`src/swd_pkg.sv`:
```
// Package of constants for the supervisor watchdog detector.
// Assumes a 25 MHz system clock; all counts are derived from that rate.
package swd_pkg;

  // ****************************************************************
  // Clock and timing
  // ****************************************************************
  localparam int unsigned CLK_HZ = 25000000;
  localparam int unsigned TIMEOUT_BASE_MS = 200;
  localparam int unsigned TIMEOUT_BASE_CYC = TIMEOUT_BASE_MS * (CLK_HZ / 1000);
  localparam int unsigned PULSE_W0_US = 10;
  localparam int unsigned PULSE_W1_US = 100;
  localparam int unsigned PULSE_W2_US = 1000;
  localparam int unsigned PULSE_W3_US = 10000;
  localparam int unsigned PULSE_W0_CYC = PULSE_W0_US * (CLK_HZ / 1000000);
  localparam int unsigned PULSE_W1_CYC = PULSE_W1_US * (CLK_HZ / 1000000);
  localparam int unsigned PULSE_W2_CYC = PULSE_W2_US * (CLK_HZ / 1000000);
  localparam int unsigned PULSE_W3_CYC = PULSE_W3_US * (CLK_HZ / 1000000);
  localparam int unsigned TIMEOUT_CNT_W = 29;
  localparam int unsigned PULSE_CNT_W = 18;

  // ****************************************************************
  // Register map
  // ****************************************************************
  localparam logic [7:0] WDT_CFG_ADDR = 8'h9C;
  localparam logic [7:0] WDT_CFG_RESET = 8'h00;
  localparam logic [7:0] FAULT_STAT1_ADDR = 8'hF5;
  localparam logic [7:0] FAULT_STAT2_ADDR = 8'hF6;
  localparam int unsigned PERIOD_LSB = 0;
  localparam int unsigned PERIOD_W = 3;
  localparam int unsigned PWIDTH_LSB = 3;
  localparam int unsigned PWIDTH_W = 2;
  localparam int unsigned CFG_USED_W = 5;
  localparam int unsigned FAULT_BIT = 0;

  // ****************************************************************
  // Pulse generator states
  // ****************************************************************
  typedef enum logic [1:0] {
    SWD_P_IDLE = 2'b01,
    SWD_P_HIGH = 2'b10
  } swd_pstate_t;

endpackage

```
`src/swd_pulse_if.sv`:
```
// Interface carrying a fire request and width code to the pulse maker.
// Assumes both ends run on the same system clock.
`timescale 1ns/10ps
interface swd_pulse_if;
  logic fire;
  logic [swd_pkg::PWIDTH_W-1:0] width_sel;
  logic pulse;
  modport ctrl (output fire, output width_sel, input pulse);
  modport gen (input fire, input width_sel, output pulse);
endinterface

```
`src/swd_pulse_gen.sv`:
```
// Single positive pulse generator of selectable width.
// Assumes fire is a one-cycle pulse on the system clock.
`timescale 1ns/10ps
module swd_pulse_gen #(
  parameter int unsigned W2_CYC = swd_pkg::PULSE_W2_CYC,
  parameter int unsigned W3_CYC = swd_pkg::PULSE_W3_CYC
) (
  // Clock and reset
  input wire logic clk_sys,
  input wire logic arst_n,
  // Request and pulse
  swd_pulse_if.gen pif
);

  swd_pkg::swd_pstate_t state_r;
  swd_pkg::swd_pstate_t state_nxt;
  logic [swd_pkg::PULSE_CNT_W-1:0] cnt_r;
  logic [swd_pkg::PULSE_CNT_W-1:0] cnt_nxt;
  logic [swd_pkg::PULSE_CNT_W-1:0] len;
  logic pulse_r;
  logic pulse_nxt;

  always_comb begin
    case (pif.width_sel)
      2'h0: len = swd_pkg::PULSE_CNT_W'(swd_pkg::PULSE_W0_CYC);
      2'h1: len = swd_pkg::PULSE_CNT_W'(swd_pkg::PULSE_W1_CYC);
      2'h2: len = swd_pkg::PULSE_CNT_W'(W2_CYC);
      default: len = swd_pkg::PULSE_CNT_W'(W3_CYC);
    endcase
  end

  // A fire during a running pulse is ignored; the pulse stays one clean
  // low-high-low shape rather than being stretched.
  always_comb begin
    state_nxt = state_r;
    cnt_nxt = cnt_r;
    pulse_nxt = pulse_r;
    case (state_r)
      swd_pkg::SWD_P_IDLE: begin
        if (pif.fire) begin
          state_nxt = swd_pkg::SWD_P_HIGH;
          cnt_nxt = len - 1'b1;
          pulse_nxt = 1'b1;
        end
      end
      swd_pkg::SWD_P_HIGH: begin
        if (cnt_r == '0) begin
          state_nxt = swd_pkg::SWD_P_IDLE;
          pulse_nxt = 1'b0;
        end else begin
          cnt_nxt = cnt_r - 1'b1;
        end
      end
      default: begin
        state_nxt = swd_pkg::SWD_P_IDLE;
        pulse_nxt = 1'b0;
      end
    endcase
  end

  always_ff @(posedge clk_sys or negedge arst_n) begin
    if (!arst_n) begin
      state_r <= swd_pkg::SWD_P_IDLE;
      cnt_r <= '0;
      pulse_r <= 1'b0;
    end else begin
      state_r <= state_nxt;
      cnt_r <= cnt_nxt;
      pulse_r <= pulse_nxt;
    end
  end

  assign pif.pulse = pulse_r;

endmodule

```
`src/swd_watchdog.sv`:
```
// Watchdog fault detector of a supply supervisor: top module.
// Assumes the serial bus engine presents decoded register strobes on
// clk_sys and that watchdog_input_pin is asynchronous to clk_sys.
// It assumes any inversion of the fault outputs is done in the macrocells.
`timescale 1ns/10ps
module swd_watchdog #(
  parameter int unsigned TIMEOUT_BASE_CYC = swd_pkg::TIMEOUT_BASE_CYC,
  parameter int unsigned PULSE_W2_CYC = swd_pkg::PULSE_W2_CYC,
  parameter int unsigned PULSE_W3_CYC = swd_pkg::PULSE_W3_CYC
) (
  // Clock and reset
  input wire logic clk_sys,
  input wire logic arst_n,
  // Monitored pin
  input wire logic watchdog_input_pin,
  // Register access from the serial bus engine
  input wire logic [7:0] reg_addr,
  input wire logic reg_wr,
  input wire logic reg_rd,
  input wire logic [7:0] reg_wdata,
  output logic [7:0] reg_rdata,
  // Fault signals towards the logic macrocells
  output logic wdt_fault_latched,
  output logic wdt_fault_pulse
);

  // ****************************************************************
  // Pin synchroniser and edge detect
  // ****************************************************************
  logic [2:0] pin_sync_r;
  logic [2:0] pin_sync_nxt;
  logic activity;

  // A pin level held for less than a clock may be missed entirely; the
  // monitored processor must hold each level for a few clocks.
  always_comb begin
    pin_sync_nxt = {pin_sync_r[1:0], watchdog_input_pin};
  end

  always_ff @(posedge clk_sys or negedge arst_n) begin
    if (!arst_n) begin
      pin_sync_r <= 3'h0;
    end else begin
      pin_sync_r <= pin_sync_nxt;
    end
  end

  // Only the second and third stages are compared, never the first.
  assign activity = pin_sync_r[2] ^ pin_sync_r[1];

  // ****************************************************************
  // Configuration register
  // ****************************************************************
  logic [swd_pkg::CFG_USED_W-1:0] cfg_r;
  logic [swd_pkg::CFG_USED_W-1:0] cfg_nxt;
  logic cfg_wr;
  logic [swd_pkg::PERIOD_W-1:0] period_sel;
  logic [swd_pkg::PWIDTH_W-1:0] width_sel;

  assign cfg_wr = reg_wr && (reg_addr == swd_pkg::WDT_CFG_ADDR);
  assign period_sel = cfg_r[swd_pkg::PERIOD_LSB +: swd_pkg::PERIOD_W];
  assign width_sel = cfg_r[swd_pkg::PWIDTH_LSB +: swd_pkg::PWIDTH_W];

  // Bits 7..5 are not stored, so they always read back as zero.
  always_comb begin
    cfg_nxt = cfg_r;
    if (cfg_wr) begin
      cfg_nxt = reg_wdata[swd_pkg::CFG_USED_W-1:0];
    end
  end

  always_ff @(posedge clk_sys or negedge arst_n) begin
    if (!arst_n) begin
      cfg_r <= swd_pkg::WDT_CFG_RESET[swd_pkg::CFG_USED_W-1:0];
    end else begin
      cfg_r <= cfg_nxt;
    end
  end

  // ****************************************************************
  // Timeout counter
  // ****************************************************************
  logic [swd_pkg::TIMEOUT_CNT_W-1:0] tmo_cnt_r;
  logic [swd_pkg::TIMEOUT_CNT_W-1:0] tmo_cnt_nxt;
  logic [swd_pkg::TIMEOUT_CNT_W-1:0] tmo_limit;
  logic expire;

  // Each code doubles the base period, so a shift replaces a table.
  always_comb begin
    if (period_sel == '0) begin
      tmo_limit = '0;
    end else begin
      tmo_limit = swd_pkg::TIMEOUT_CNT_W'(TIMEOUT_BASE_CYC)
                  << (period_sel - 3'h1);
    end
  end

  assign expire = (period_sel != '0) && !activity
                  && (tmo_cnt_r == tmo_limit - 1'b1);

  // Any config write restarts the count, even one that keeps the period;
  // software may use such a write as a kick besides pin activity.
  always_comb begin
    tmo_cnt_nxt = tmo_cnt_r + 1'b1;
    if (period_sel == '0 || activity || cfg_wr || expire) begin
      tmo_cnt_nxt = '0;
    end
  end

  always_ff @(posedge clk_sys or negedge arst_n) begin
    if (!arst_n) begin
      tmo_cnt_r <= '0;
    end else begin
      tmo_cnt_r <= tmo_cnt_nxt;
    end
  end

  // ****************************************************************
  // Latched fault and status read sequence
  // ****************************************************************
  logic fault_r;
  logic fault_nxt;
  logic armed_r;
  logic armed_nxt;
  logic rd_stat1;
  logic rd_stat2;

  // A second-register read without the first one disarms, so a stray
  // read can never clear the flag on its own.
  assign rd_stat1 = reg_rd && (reg_addr == swd_pkg::FAULT_STAT1_ADDR);
  assign rd_stat2 = reg_rd && (reg_addr == swd_pkg::FAULT_STAT2_ADDR);

  // A new expiry in the cycle of the clearing read keeps the flag set.
  always_comb begin
    fault_nxt = fault_r;
    armed_nxt = armed_r;
    if (rd_stat1) begin
      armed_nxt = 1'b1;
    end else if (rd_stat2) begin
      armed_nxt = 1'b0;
      if (armed_r) begin
        fault_nxt = 1'b0;
      end
    end
    if (expire) begin
      fault_nxt = 1'b1;
    end
  end

  always_ff @(posedge clk_sys or negedge arst_n) begin
    if (!arst_n) begin
      fault_r <= 1'b0;
      armed_r <= 1'b0;
    end else begin
      fault_r <= fault_nxt;
      armed_r <= armed_nxt;
    end
  end

  // ****************************************************************
  // Read data
  // ****************************************************************
  logic [7:0] rdata_r;
  logic [7:0] rdata_nxt;

  // Read data holds between reads, so a slow bus engine may fetch it late.
  always_comb begin
    rdata_nxt = rdata_r;
    if (reg_rd) begin
      rdata_nxt = 8'h00;
      if (reg_addr == swd_pkg::WDT_CFG_ADDR) begin
        rdata_nxt = {3'h0, cfg_r};
      end else if (rd_stat1 || rd_stat2) begin
        rdata_nxt[swd_pkg::FAULT_BIT] = fault_r;
      end
    end
  end

  always_ff @(posedge clk_sys or negedge arst_n) begin
    if (!arst_n) begin
      rdata_r <= 8'h00;
    end else begin
      rdata_r <= rdata_nxt;
    end
  end

  assign reg_rdata = rdata_r;

  // ****************************************************************
  // Reset pulse and outputs
  // ****************************************************************
  swd_pulse_if pif ();

  // The width code is taken when the pulse fires, so a later write cannot
  // reshape a pulse that is already running.
  assign pif.fire = expire;
  assign pif.width_sel = width_sel;

  swd_pulse_gen #(
    .W2_CYC(PULSE_W2_CYC),
    .W3_CYC(PULSE_W3_CYC)
  ) u_pulse (
    .clk_sys(clk_sys),
    .arst_n(arst_n),
    .pif(pif)
  );

  // Inversion is left to the macrocells, so both leave active high.
  assign wdt_fault_latched = fault_r;
  assign wdt_fault_pulse = pif.pulse;

endmodule

```
`config.mk`:
```
export PLATFORM = sky130hd
export DESIGN_NAME = swd_watchdog
export DESIGN_NICKNAME = d
export VERILOG_FILES = /design/src/swd_pkg.sv /design/src/swd_pulse_if.sv /design/src/swd_pulse_gen.sv /design/src/swd_watchdog.sv
export SDC_FILE = /design/constraint.sdc
export NUM_CORES = 1
export LEC_CHECK = 0
export BUFFER_PORTS_ARGS = -buffer_cell sky130_fd_sc_hd__buf_2
export CAP_MARGIN = 5
export CORE_MARGIN = 2
export CORE_UTILIZATION = 62
export DETAILED_ROUTE_END_ITERATION = 6
export GPL_TIMING_DRIVEN = 1
export PLACE_DENSITY = 0.83
export SLEW_MARGIN = 30
export SYNTH_ARGS = -nofsm -noshare
export SYNTH_HDL_FRONTEND = slang
export SYNTH_SLANG_ARGS = --single-unit
```
`constraint.sdc`:
```
create_clock -name clk_sys -period 4.7 [get_ports clk_sys]
set_clock_uncertainty 0.1 [all_clocks]
set_input_delay 0 -clock clk_sys [delete_from_list [all_inputs] [get_ports clk_sys]]
set_output_delay 0 -clock clk_sys [all_outputs]
set_load 0.01 [all_outputs]
```
=== Word level (Yosys, flattened, before mapping) ===
Index checks and enable logic that the tools add are counted.

* Bits in registers: 68
* Input port bits: 21
* Output and inout port bits: 10
* Word-level logic and storage cells: 70

* Add/sub/neg operators: 5
* Equality and inequality tests: 12
* Shifts and indexed selects: 1
* Mux-type cells: 21
* Bitwise logic cells: 1
* Reductions and logical operators: 21

{| class="wikitable"
|+ Operators with widths
! cell !! count
|-
| two-way mux 29 bit || 2
|-
| one-hot mux 18 bit (3 select lines) || 1
|-
| two-way mux 18 bit || 2
|-
| one-hot mux 18 bit (2 select lines) || 1
|-
| subtractor 18 x 1 -> 18 bit, second input constant || 2
|-
| adder 29 x 1 -> 29 bit, second input constant || 1
|-
| == test 29 bit || 1
|-
| << shifter 23 x 3 -> 29 bit, first input constant || 1
|-
| subtractor 29 x 1 -> 29 bit, second input constant || 1
|-
| == test 8 bit, second input constant || 3
|-
| zero test 18 bit || 1
|-
| two-way mux 1 bit || 10
|-
| nonzero test 2 bit || 4
|-
| inequality test 2 bit, second input constant || 3
|-
| AND reduction 3 bit || 2
|-
| logical AND 1 bit || 5
|-
| == test 2 x 1 -> 1 bit, second input constant || 2
|-
| == test 2 bit, second input constant || 2
|-
| logical OR 1 bit || 4
|-
| two-way mux 2 bit || 2
|-
| two-way mux 4 bit || 1
|-
| one-hot mux 2 bit (2 select lines) || 1
|-
| zero test 3 bit || 1
|-
| nonzero test 3 bit || 1
|-
| 7 further kinds || 7
|}

=== Depth between registers and ports, before layout ===
Gate-level depths: netlist of the first run.

* Depth in word-level cells: 8
* Mapped depth: 19
* Gate-level depth less buffers: 15

=== Cells and area by module ===
Synthesis of the first run repeated with hierarchy kept, for this count alone.

* Cell total of the unflattened synthesis: 581
* Area total of the unflattened synthesis: 4,966.0 um^2

{| class="wikitable"
|+ Modules (own cells, without submodules)
! module !! instances !! cells an instance !! area an instance (um^2) !! seq. area each (um^2)
|-
| swd_watchdog || 1 || 401 || 3,420.8 || 1,101.1
|-
| swd_pulse_gen || 1 || 180 || 1,545.2 || 501.7
|}

=== Least setup slack after synthesis of the first run ===
No wires, ideal clock.

* Path type: register -> register
* Start: reg cfg_r[1] (netlist bit)
* End: reg u_pulse.cnt_r[13] (netlist bit)
* Setup time: 0.121 ns
* Arrival time: 4.075 ns
* Data required time: 4.479 ns
* Path slack: 0.404 ns
* Stages on the path, launching flop included: 19
* Buffers on the path: 4
* Clock period less this slack: 4.296 ns
* Cells stage by stage: dfrtp_1 -> clkbuf_1 -> inv_1 -> ha_1 -> clkbuf_1 -> or3_1 -> nand2_1 -> nand2_1 -> ha_1 -> xnor2_1 -> nor2_1 -> nand4_1 -> or4b_1 -> a2111oi_2 -> and4_1 -> buf_4 -> nor2_4 -> buf_6 -> o22a_1

* Word-level cells in the longest chain between the ends: 8
* Elaborated cells on any way between the ends: 11
* Classes of those cells: add/sub (2); eq/ne (2); shift (1); mux (1); reduce/logical (5)

{| class="wikitable"
|+ RTL lines
! item !! line !! source
|-
| start, declared || swd_watchdog.sv:54 || <nowiki>logic [swd_pkg::CFG_USED_W-1:0] cfg_r;</nowiki>
|-
| start signal, assigned || swd_watchdog.sv:74 || <nowiki>cfg_r <= swd_pkg::WDT_CFG_RESET[swd_pkg::CFG_USED_W-1:0];</nowiki>
|-
| start signal, assigned || swd_watchdog.sv:76 || <nowiki>cfg_r <= cfg_nxt;</nowiki>
|-
| subtractor 3 x 1 -> 3 bit || swd_watchdog.sv:94 || <nowiki><< (period_sel - 3'h1);</nowiki>
|-
| << shifter 23 x 3 -> 29 bit || swd_watchdog.sv:93 || <nowiki>tmo_limit = swd_pkg::TIMEOUT_CNT_W'(TIMEOUT_BASE_CYC)</nowiki>
|-
| two-way mux 29 bit || swd_watchdog.sv:90 || <nowiki>if (period_sel == '0) begin</nowiki>
|-
| subtractor 29 x 1 -> 29 bit || swd_watchdog.sv:99 || <nowiki>&& (tmo_cnt_r == tmo_limit - 1'b1);</nowiki>
|-
| == test 29 bit || swd_watchdog.sv:99 ||
|-
| logical AND 1 bit (*) || swd_watchdog.sv:99 ||
|-
| inequality test 2 bit (no line) (*) || -- ||
|-
| AND reduction 3 bit (no line) (*) || -- ||
|-
| end signal, assigned || swd_pulse_gen.sv:68 || <nowiki>cnt_r <= cnt_nxt;</nowiki>
|-
| end, declared || swd_pulse_gen.sv:17 || <nowiki>logic [swd_pkg::PULSE_CNT_W-1:0] cnt_r;</nowiki>
|}

Mark *: on every way between the ends. The rest lies on a longest branch, timed or not.
A chain may end at the register's enable or synchronous reset.

=== Final worst setup path of the first run ===
* Start: reg cfg_r[1] (netlist bit)
* End: reg u_pulse.cnt_r[5] (netlist bit)

The elaborated chain is that of the path after synthesis.

==> results of run 1 <==
-- path summary, 6_finish.rpt --
kind                                         startpoint                             to  slack [ns]  cells after the start
worst max-delay path               cfg_r[1]$_DFFE_PN0P_   u_pulse.cnt_r[5]$_DFFE_PN0P_        0.47                     12
max in group asynchronous                        arst_n   u_pulse.cnt_r[2]$_DFFE_PN0P_        3.72                      3
worst min-delay path                        reg_addr[2]  wdt_fault_latched$_DFFE_PN0P_        0.06                      5
worst min register to register  pin_sync_r[0]$_DFF_PN0_        pin_sync_r[1]$_DFF_PN0_        0.26                      0
worst max register to register     cfg_r[1]$_DFFE_PN0P_   u_pulse.cnt_r[5]$_DFFE_PN0P_        0.47                     12
min in group asynchronous                        arst_n         tmo_cnt_r[3]$_DFF_PN0_        0.24                      3
-- placed cells by master (no fill, tap or decap), drive strengths merged, types with 4 or more instances in the layout --
master and n:
a21boi 6, dlygate4sd3 13, nor2b 5, o21ai 41
nand3 26, mux2i 7, a221o 4, mux2 8
a31oi 5, and4 4, nor4 7, clkbuf 9
o22a 4, and3b 5, buf 37, nand2b 10
xor2 24, nor3 21, nor2 77, a32oi 4
a21oi 33, ha 16, o31ai 5, and3 8
and2 6, xnor2 24, or4 4, dfrtp 63
a211oi 4, or3 10, o22ai 5, inv 27
nand4 12, nand2 45
-- power breakdown --
| part | internal, uW | switching, uW | leakage, uW | total (uW) |
|---|---|---|---|---|
| Combinational | 140 | 229 | 0.00146 | 369 |
| Clock | 305 | 246 | 0.000111 | 551 |
| Sequential | 560 | 8.94 | 0.000848 | 569 |
-- flip-flops by register name, indices dropped and copies added (netlist names) --
signal and flops:
armed_r 1, cfg_r 5, pin_sync_r 3, reg_rdata 5, tmo_cnt_r 29, u_pulse.cnt_r 18, u_pulse.state_r 2, wdt_fault_latched 1
-- metrics by stage --
stage	cell area, sq um	total power [uW]	utilization, %	hold slack (ns)
2_1_floorplan	5110	846	-	-0.396
3_3_place_gp	5280	913	65.3	0.00943
3_5_place_dp	5280	928	65.3	0.0147
4_1_cts	5640	1490	69.7	0.0435
5_1_grt	5640	1550	69.7	0.117
6_report	5640	1490	69.7	0.0576
-- final cells by class --
cell class                 count  area [sq um]
clock buffer                   9           124
clock inverter                 7           103
fill                         628          2450
inverter                      24          90.1
multi-input combinational    492          3230
sequential                    64          1600
tap                          105           131
timing repair buffer          50           360
-- worst min-delay path: cells and delay by family --
family                 cells  cell delay (ns)
buffers and inverters      1             0.10
AOI/OAI and AO/OA          1             0.08
and+or+nand+nor            3             0.29
-- routing by layer --
| layer | up-vias | part of all wire, % | GRT usage (%) |
|---|---|---|---|
| met2 | 242 | 47 | 50.9 |
| met5 | - | 0 | 0 |
| met4 | 0 | 3.0 | 14.4 |
| met1 | 2380 | 41 | 41.8 |
| met3 | 45 | 8.2 | 7.18 |
| li1 | 2267 | - | - |
-- cells in the mapped netlist, drive strengths merged (3+ instances only) --
library cell,instances
or4,4
and2b,3
a221o,4
a32oi,4
nand2b,10
o21a,3
a2111o,3
o22a,4
nor2,77
nand3,26
a21oi,33
o22ai,5
or3,10
nor3,21
nand3b,3
o211ai,3
clkbuf,14
o21ai,41
and3b,5
nor2b,5
nor4,7
and3,8
xnor2,24
mux2i,7
and2,6
xor2,24
buf,17
dfrtp,63
o31ai,5
inv,24
ha,16
a2111oi,3
a211oi,4
a31oi,5
a21boi,6
mux2,8
nand4,12
or3b,3
nand2,45
and4,4
-- cell families (layout without fill, tap and decap cells) --
| group | count (synthesis) | after routing | share of synthesized area, % |
|---|---|---|---|
| buffers and inverters | 55 | 90 | 5.42 |
| AOI/OAI and AO/OA | 149 | 149 | 20.1 |
| adders and majority gates | 16 | 16 | 3.93 |
| and+or+nand+nor | 259 | 259 | 26.7 |
| DFF | 64 | 64 | 31.4 |
| other | 1 | 3 | 0.0735 |
| xor gates and xnor gates | 50 | 50 | 9.28 |
| muxes | 15 | 15 | 3.14 |
==> summary.md, run 1 <==
| Metric | Value |
|---|---|
| Core area | between 0.008 and 0.009 sq mm |
| Worst-path fanout max | 27 |
| RSZ-0062 raised after global routing | false |
| Slowest CP cell | nor4_1 |
| Detail Placement HPWL | roughly 9.6 mm |
| VDD IR max | roughly 0.22 mV |
| Setup crit start kind | flip-flop |
| Fraction of layout cells with a size suffix above 1 | roughly an eighth |
| Setup violators final | 0 |
| Die Wd | around 95 um |
| Max Fclk | ~0.24 GHz |
| Gr usage total | 32.0% |
| Pre-CTS WS | roughly 0.60 ns |
| Asr flop ratio synth | 100% |
| Run status | finished, final reports clean |
| WS Path Type | flip-flop to flip-flop |
| #FFs+latches synth | 64 |
| Largest cells by area after synthesis | dfrtp_1 31%, nor2_1 5.4%, xnor2_1 4.1%, xor2_1 4.0%, ha_1 3.9% |
| Leading area contributor after synthesis | dfrtp_1 |
| Total CTS buffers | 9 |
| Crit path capture type | flip-flop |
| Input/output buffers | 24 |
| Worst slew pin tran | about 0.80 ns |
| Final wirelength | about 14 mm |
| Worst path max stage delay | ~0.46 ns |
| Synthesized area | ~0.005 sq mm |
| Final WS setup | approximately 0.47 ns |
| H-tree levels | 3 |
| Crit-path most repeated cell | and4_1 |
| Post-route minimum period | around 4.2 ns |
| First-pass GRT wire length | roughly 22 mm |
| Clk buf depth | 2 |
| Power per cell area | approximately 260 mW/mm^2 |
| # rows | 33 |
| DR WL/cell | ~18 um |
| Setup tns final | 0 ns |
| Placer's final routability congestion estimate | 1.01 |
| Starting Density | 63.0% |
| Area growth syn-to-layout | 10.6% |
| Clock latency on the worst-skew pair | 0.36 ns |
| Worst-path clk slew | 0.08 ns |
| Worst EP required | approximately 4.8 ns |
| Worst path bufs/invs | 2 |
| DR iter-0 viols | ~470 |
| CP Data Arrival Time | approximately 4.4 ns |
| Share of the synthesized area in the top cell type | a little under a third |
| Vias | between 4,000 and 5,000 |
| Max cap viols | 0 |
| Vias in the first global route | 4,753 |
| CP delay by family, top | simple AND/OR/NAND/NOR gates |
| Initial antenna violation count | 0 |
| Post-CTS sizing | 0 |
| Largest net degree at the start of global routing | 65 |
| CTS Sinks | between 60 and 70 |
| Final ANT Viol Nets | 0 |
| CTS Root Cell | clkbuf_8 |
| Final Max Tran Viols | 0 |
| Worst min path class | primary input to flip-flop |
| Post-synth top flop | dfrtp_1 |
| Critical path, cell by cell | inv_1 > ha_1 > buf_4 > and2b_1 > o21ai_1 > o211ai_1 > nor4_1 > mux2i_1 > and4_1 > and4_1 > nor2_4 > mux2_1 |
| Hold Fails Final Rpt | 0 |
| Drt via density | around 6.6 |
| Setup Fix Bufs, Post-CTS | 0 |
| Dpl cells | slightly above 700 |
| Grt total ovfl | 0 |
| Max-slew headroom | between 40% and 50% |
| Ant diodes | 0 |
| Die H | 94.7 um |
| DIE AREA | approximately 0.009 sq mm |
| Yosys cell types | 89 |
| Leakage | 0.00242 uW |
| Yosys warns | 0 |
| Pre-antenna DRT Iters | 6 |
| Post-synthesis sequential area ratio | 31.4% |
| Non-filler cells, final | roughly 750 |
| CTS tree | yes |
| Final nets | around 680 |
| Cells after Synth | slightly above 600 |
| Period utilization | between 90% and 100% |
| Post-synth EDFFs | 0 |
| Avg Cell Area, Syn | 8.37 sq um |
| Drt drc | 0 |
| I/O Pins | 31 |
| Hold buffers post-CTS | 13 |
Note: power is estimated with default switching activity, not from simulation.
==> run 2, diff against run 1 <==
--- a/config.mk
+++ b/config.mk
@@ -9,9 +9,11 @@
 export CAP_MARGIN = 5
 export CORE_MARGIN = 2
 export CORE_UTILIZATION = 62
+export CTS_CLUSTER_SIZE = 24
 export DETAILED_ROUTE_END_ITERATION = 6
 export GPL_TIMING_DRIVEN = 1
 export PLACE_DENSITY = 0.83
+export REMOVE_ABC_BUFFERS = 1
 export SLEW_MARGIN = 30
 export SYNTH_ARGS = -nofsm -noshare
 export SYNTH_HDL_FRONTEND = slang
==> summary.md, run 2 (synthesized netlist as in run 1, its figures left out) <==
| Metric | Value |
|---|---|
| Final Max Tran Viols | 0 (unchanged) |
| Worst path bufs/invs | 2 (unchanged) |
| CTS tree | yes |
| CP delay by family, top | simple AND/OR/NAND/NOR gates |
| Flop-to-flop setup slack | 0.37 ns (-0.09 ns) |
| Leakage | 0.00240 uW (-0.65%) |
| Worst path max stage delay | 0.42 ns (-0.04 ns) |
| Max cap viols | 0 (unchanged) |
| CTS Sinks | 64 (unchanged) |
| Most common cell after layout, fill and taps aside | nor2_1 |
| H-tree levels | 3 (unchanged) |
| Ant diodes | 0 (unchanged) |
| Worst slew pin tran | 0.828 ns (+0.0261 ns) |
| Most frequent cells in the layout | 74 x nor2_1, 63 x dfrtp_1, 45 x nand2_1 |
| RSZ-0062 raised after global routing | false |
| Flop pwr share | 40.3% (+2.1 points) |
| Total CTS buffers | 9 (unchanged) |
| Switching pwr | 486 uW (+0.35%) |
| Dpl cells | 722 (unchanged) |
| Final nets | 678 (unchanged) |
| Clock power frac | 33.4% (-3.6 points) |
| Met1 wire length | 5.68 mm (+0.80%) |
| Setup crit start kind | flip-flop |
| Worst flop-to-flop path startpoint | cfg_r[1]$_DFFE_PN0P_ |
| DR WL/cell | 18.1 um (about the same) |
| Drt drc | 0 (unchanged) |
| Grt total ovfl | 0 (unchanged) |
| CTS Root Cell | clkbuf_8 |
| Max-slew headroom | 44.8% (-1.7 points) |
| Vias | 4,832 (-2.1%) |
| Slowest CP cell | mux2_2 |
| Largest Register | tmo_cnt_r |
| First-pass GRT wire length | 22.0 mm (-1.8%) |
| DR iter-0 viols | 428 (-8.0%) |
| Non-filler cells, final | 751 (unchanged) |
| Crit-path most repeated cell | and4_1 |
| Worst-path clk slew | 0.08 ns (about the same) |
| Die Wd | 94.7 um (unchanged) |
| VDD IR max | 0.205 mV (-8.3%) |
| Pre-antenna DRT Iters | 5 (-1) |
| Period utilization | 92.1% (+2.0 points) |
| WS Path Type | flip-flop to flip-flop |
| I/O Pins | 31 (unchanged) |
| Hold Fails Final Rpt | 0 (unchanged) |
| Post-CTS sizing | 0 (unchanged) |
| Input/output buffers | 24 (unchanged) |
| Fraction of layout cells with a size suffix above 1 | 12.8% (unchanged) |
| Gr usage total | 31.4% (-0.64 points) |
| Power per cell area | 252 mW/mm^2 (-4.6%) |
| Run status | finished, final reports clean |
| Total internal power | 925 uW (-7.9%) |
| Largest net degree at the start of global routing | 65 (unchanged) |
| R2R depth | 12 (unchanged) |
| Detail Placement HPWL | 9.44 mm (-1.2%) |
| Worst EP required | 4.83 ns (about the same) |
| Setup tns final | 0 ns (unchanged) |
| Layout fillers | 644 (+2.5%) |
| Starting Density | 63.0% (unchanged) |
| # rows | 33 (unchanged) |
| DIE AREA | 0.00897 sq mm (unchanged) |
| Max layer used | met4 |
| Hold buffers post-CTS | 13 (unchanged) |
| Core area | 0.00809 sq mm (unchanged) |
| Max reg flops | 29 (unchanged) |
| Final wirelength | 13.6 mm (about the same) |
| Crit path capture | u_pulse.cnt_r[5]$_DFFE_PN0P_ |
| Placer's final routability congestion estimate | 0.947 (-6.1%) |
| Critical path, cell by cell | inv_1 > ha_1 > buf_4 > mux2_2 > a221oi_1 > o21ai_0 > nor4_1 > mux2i_1 > and4_1 > and4_1 > nor2_4 > mux2_1 |
| Drt via density | 6.43 (-2.1%) |
| Gate power share | 26.2% (+1.4 points) |
| Critical path startpoint | cfg_r[1]$_DFFE_PN0P_ |
| CP Data Arrival Time | 4.45 ns (+0.08 ns) |
| Max Fclk | 0.231 GHz (-2.2%) |
| Final ANT Viol Nets | 0 (unchanged) |
| Top flop regs | tmo_cnt_r (29), u_pulse.cnt_r (18) |
| Vias in the first global route | 4,639 (-2.4%) |
| Area growth syn-to-layout | 9.86% |
| Die H | 94.7 um (unchanged) |
| Met2 routed WL | 6.43 mm (-0.20%) |
| R2R Path End | u_pulse.cnt_r[5]$_DFFE_PN0P_ |
| Clock latency on the worst-skew pair | 0.35 ns (about the same) |
| Worst-path fanout max | 27 (unchanged) |
| Setup violators final | 0 (unchanged) |
| Setup Fix Bufs, Post-CTS | 0 (unchanged) |
| Crit path depth | 12 (unchanged) |
| Post-route minimum period | 4.33 ns (+0.0943 ns) |
| Worst min path class | primary input to flip-flop |
| Initial antenna violation count | 0 (unchanged) |
| Met3 routed WL | 1.04 mm (-6.2%) |
| Clk buf depth | 2 (unchanged) |
| Crit path capture type | flip-flop |
| Net Sw Frac | 34.4% (+1.9 points) |
[run 2: worst reg2reg max path, stage by stage, from the launching register on]
cell,delay (ns)
dfrtp_1,0.40
inv_1,0.20
ha_1,0.21
buf_4,0.27
mux2_2,0.43
a221oi_1,0.41
o21ai_0,0.23
nor4_1,0.36
mux2i_1,0.37
and4_1,0.29
and4_1,0.41
nor2_4,0.15
mux2_1,0.36
[run 2: worst min-delay path by stage]
stage / startpoint / end / depth (start not counted)
after floorplan: arst_n / armed_r$_DFFE_PN0N_ / 0
after detailed placement: watchdog_input_pin / pin_sync_r[0]$_DFF_PN0_ / 1
after global placement: watchdog_input_pin / pin_sync_r[0]$_DFF_PN0_ / 1
final: reg_wr / cfg_r[2]$_DFFE_PN0P_ / 4
after global routing: reg_wr / cfg_r[2]$_DFFE_PN0P_ / 4
after CTS: reg_addr[2] / wdt_fault_latched$_DFFE_PN0P_ / 5
[run 2: power by group through the flow]
| stage | registers (uW) | clock network, uW | logic (uW) |
|---|---|---|---|
| finish | 569 | 472 | 370 |
| global route | 570 | 502 | 401 |
| CTS | 569 | 483 | 360 |
| detailed placement | 579 | 0 | 349 |
| global placement | 579 | 0 | 338 |
| floorplan | 586 | 0 | 242 |
[run 2: layout make-up]
cell class / count / area [sq um] / share of cell area, %
clock buffer: 11 / 151 / 2.70
clock inverter: 5 / 38.8 / 0.692
inverter: 24 / 90.1 / 1.61
multi-input combinational: 492 / 3230 / 57.6
sequential: 64 / 1600 / 28.6
tap: 105 / 131 / 2.35
timing repair buffer: 50 / 360 / 6.43
[run 2: stage by stage]
step	utilization, %	hold WS, ns	instance area (sq um)	total power [uW]	setup slack (ns)
4_1_cts	69.2	0.0358	5600	1410	0.425
6_report	69.2	0.0708	5600	1410	0.373
2_1_floorplan	-	-0.396	4920	829	0.235
5_1_grt	69.2	0.0894	5600	1470	0.143
3_3_place_gp	65.3	0.0112	5280	917	0.595
3_5_place_dp	65.3	0.00985	5280	929	0.471
[run 2: metal layers]
layer / up-vias / global-route usage (%)
met4: 0 / 15.0
met5: - / 0
met1: 2300 / 40.9
met3: 43 / 5.67
li1: 2274 / -
met2: 215 / 50.4
==> run 3, diff against run 2 <==
--- a/config.mk
+++ b/config.mk
@@ -12,7 +12,7 @@
 export CTS_CLUSTER_SIZE = 24
 export DETAILED_ROUTE_END_ITERATION = 6
 export GPL_TIMING_DRIVEN = 1
-export PLACE_DENSITY = 0.83
+export PLACE_DENSITY = 0.81
 export REMOVE_ABC_BUFFERS = 1
 export SLEW_MARGIN = 30
 export SYNTH_ARGS = -nofsm -noshare
==> summary.md, run 3 (synthesized netlist as in run 1, its figures left out) <==
| Metric | Value |
|---|---|
| Leakage | 0.00240 uW (-0.12%) |
| R2R depth | 15 (+3) |
| Met2 routed WL | 6.35 mm (-1.3%) |
| Setup Fix Bufs, Post-CTS | 0 (unchanged) |
| Hold Fails Final Rpt | 0 (unchanged) |
| Met3 routed WL | 720 um (-31%) |
| WS Path Type | flip-flop to flip-flop |
| Hold Path Depth | 5 (+1) |
| H-tree levels | 3 (unchanged) |
| Grt total ovfl | 0 (unchanged) |
| CTS Sinks | 64 (unchanged) |
| VDD IR max | 0.231 mV (+13%) |
| Crit path capture type | flip-flop |
| Setup violators final | 0 (unchanged) |
| Hold buffers post-CTS | 13 (unchanged) |
| DIE AREA | 0.00897 sq mm (unchanged) |
| CP Data Arrival Time | 4.39 ns (-0.06 ns) |
| Clk buf depth | 2 (unchanged) |
| Layout fillers | 664 (+3.1%) |
| Setup tns final | 0 ns (unchanged) |
| DR WL/cell | 17.2 um (-5.2%) |
| Gr usage total | 29.9% (-1.5 points) |
| First-pass GRT wire length | 21.1 mm (-3.8%) |
| Worst flop-to-flop path startpoint | cfg_r[1]$_DFFE_PN0P_ |
| Worst min path class | primary input to flip-flop |
| Run status | finished, final reports clean |
| Ant diodes | 0 (unchanged) |
| Placer's final routability congestion estimate | 0.944 (-0.32%) |
| Starting Density | 63.0% (unchanged) |
| Final ANT Viol Nets | 0 (unchanged) |
| Pre-antenna DRT Iters | 5 (unchanged) |
| Met1 wire length | 5.58 mm (-1.8%) |
| Worst-path fanout max | 27 (unchanged) |
| Drt drc | 0 (unchanged) |
| Area growth syn-to-layout | 9.60% |
| CTS Root Cell | clkbuf_8 |
| Max Fclk | 0.235 GHz (+1.6%) |
| Vias | 4,699 (-2.8%) |
| Clock latency on the worst-skew pair | 0.34 ns (about the same) |
| Fraction of layout cells with a size suffix above 1 | 13.0% (+0.13 points) |
| Worst slew pin tran | 0.812 ns (-0.0162 ns) |
| Final Max Tran Viols | 0 (unchanged) |
| CTS tree | yes |
| I/O Pins | 31 (unchanged) |
| Final wirelength | 12.9 mm (-5.1%) |
| Post-route minimum period | 4.26 ns (-0.0674 ns) |
| Worst EP required | 4.83 ns (about the same) |
| Max cap viols | 0 (unchanged) |
| Most common cell after layout, fill and taps aside | nor2_1 |
| Drt via density | 6.25 (-2.9%) |
| DR iter-0 viols | 324 (-24%) |
| Max reg flops | 29 (unchanged) |
| Detail Placement HPWL | 9.45 mm (+0.11%) |
| Largest Register | tmo_cnt_r |
| Input/output buffers | 24 (unchanged) |
| Period utilization | 90.6% (-1.4 points) |
| Vias in the first global route | 4,551 (-1.9%) |
| # rows | 33 (unchanged) |
| Die Wd | 94.7 um (unchanged) |
| Total CTS buffers | 9 (unchanged) |
| Top flop regs | tmo_cnt_r (29), u_pulse.cnt_r (18) |
| Worst-path clk slew | 0.08 ns (about the same) |
| Setup crit start kind | flip-flop |
| Post-CTS sizing | 0 (unchanged) |
| Max layer used | met4 |
| R2R Path End | u_pulse.cnt_r[6]$_DFFE_PN0P_ |
| Core area | 0.00809 sq mm (unchanged) |
| Most frequent cells in the layout | 74 x nor2_1, 63 x dfrtp_1, 45 x nand2_1 |
| Min-delay src | reg_addr[2] |
| Final nets | 679 (+0.15%) |
| Max-slew headroom | 45.9% (+1.1 points) |
| RSZ-0062 raised after global routing | false |
| Flop-to-flop setup slack | 0.44 ns (+0.07 ns) |
| Hold endpoint | wdt_fault_latched$_DFFE_PN0P_ |
| Post-layout util | 69.0% (-0.17 points) |
| Die H | 94.7 um (unchanged) |
| Initial antenna violation count | 0 (unchanged) |
| Power per cell area | 246 mW/mm^2 (-2.4%) |
| Largest net degree at the start of global routing | 65 (unchanged) |
[run 3: through the flow]
stage,hold slack [ns],setup slack (ns),cells,instance area [sq um],power (uW)
2_1_floorplan,-0.396,0.235,580,4920,829
3_3_place_gp,0.0110,0.625,723,5280,915
3_5_place_dp,0.00996,0.484,723,5280,926
4_1_cts,0.0224,0.469,752,5590,1380
5_1_grt,0.0908,0.0929,752,5590,1440
6_report,0.0661,0.440,752,5590,1370
[run 3: critical path, stage by stage, from the launching register on]
cell       delay [ns]
dfrtp_1          0.38
inv_1            0.19
ha_1             0.20
buf_4            0.27
nand2_1          0.13
nand2_1          0.15
nand2_1          0.07
ha_1             0.31
xnor2_1          0.13
nor2_1           0.14
nand4_1          0.10
or4b_1           0.61
a2111oi_2        0.39
and4_1           0.46
nor2_4           0.16
mux2_1           0.36
[run 3: worst max-delay path by stage]
stage / from / endpoint / slack, ns
2_1_floorplan: cfg_r[0]$_DFFE_PN0P_ / u_pulse.cnt_r[12]$_DFFE_PN0P_ / 0.23
3_3_place_gp: cfg_r[1]$_DFFE_PN0P_ / u_pulse.cnt_r[6]$_DFFE_PN0P_ / 0.63
3_5_place_dp: cfg_r[1]$_DFFE_PN0P_ / u_pulse.cnt_r[5]$_DFFE_PN0P_ / 0.48
4_1_cts: cfg_r[1]$_DFFE_PN0P_ / u_pulse.cnt_r[5]$_DFFE_PN0P_ / 0.47
5_1_grt: cfg_r[1]$_DFFE_PN0P_ / u_pulse.cnt_r[5]$_DFFE_PN0P_ / 0.09
6_report: cfg_r[1]$_DFFE_PN0P_ / u_pulse.cnt_r[6]$_DFFE_PN0P_ / 0.44
[run 3: layer usage]
metal,up-vias,global-route usage (%)
met1,2239,39.3
met2,158,49.1
li1,2276,-
met3,26,5.35
met4,0,11.7
met5,-,0
[run 3: area by class of cell]
type / instances / area, sq um / area share, %
Timing Repair Buffer: 51 / 355 / 6.36
Tap cell: 105 / 131 / 2.35
Clock buffer: 10 / 138 / 2.46
Multi-Input combinational cell: 492 / 3230 / 57.7
Clock inverter: 6 / 43.8 / 0.784
Inverter: 24 / 90.1 / 1.61
Sequential cell: 64 / 1600 / 28.7
[run 3: power by group]
group | switching (uW) | leakage, uW | internal (uW)
sequential | 10.2 | 0.000848 | 560
clock | 236 | 0.0000926 | 208
combinational | 220 | 0.00146 | 139
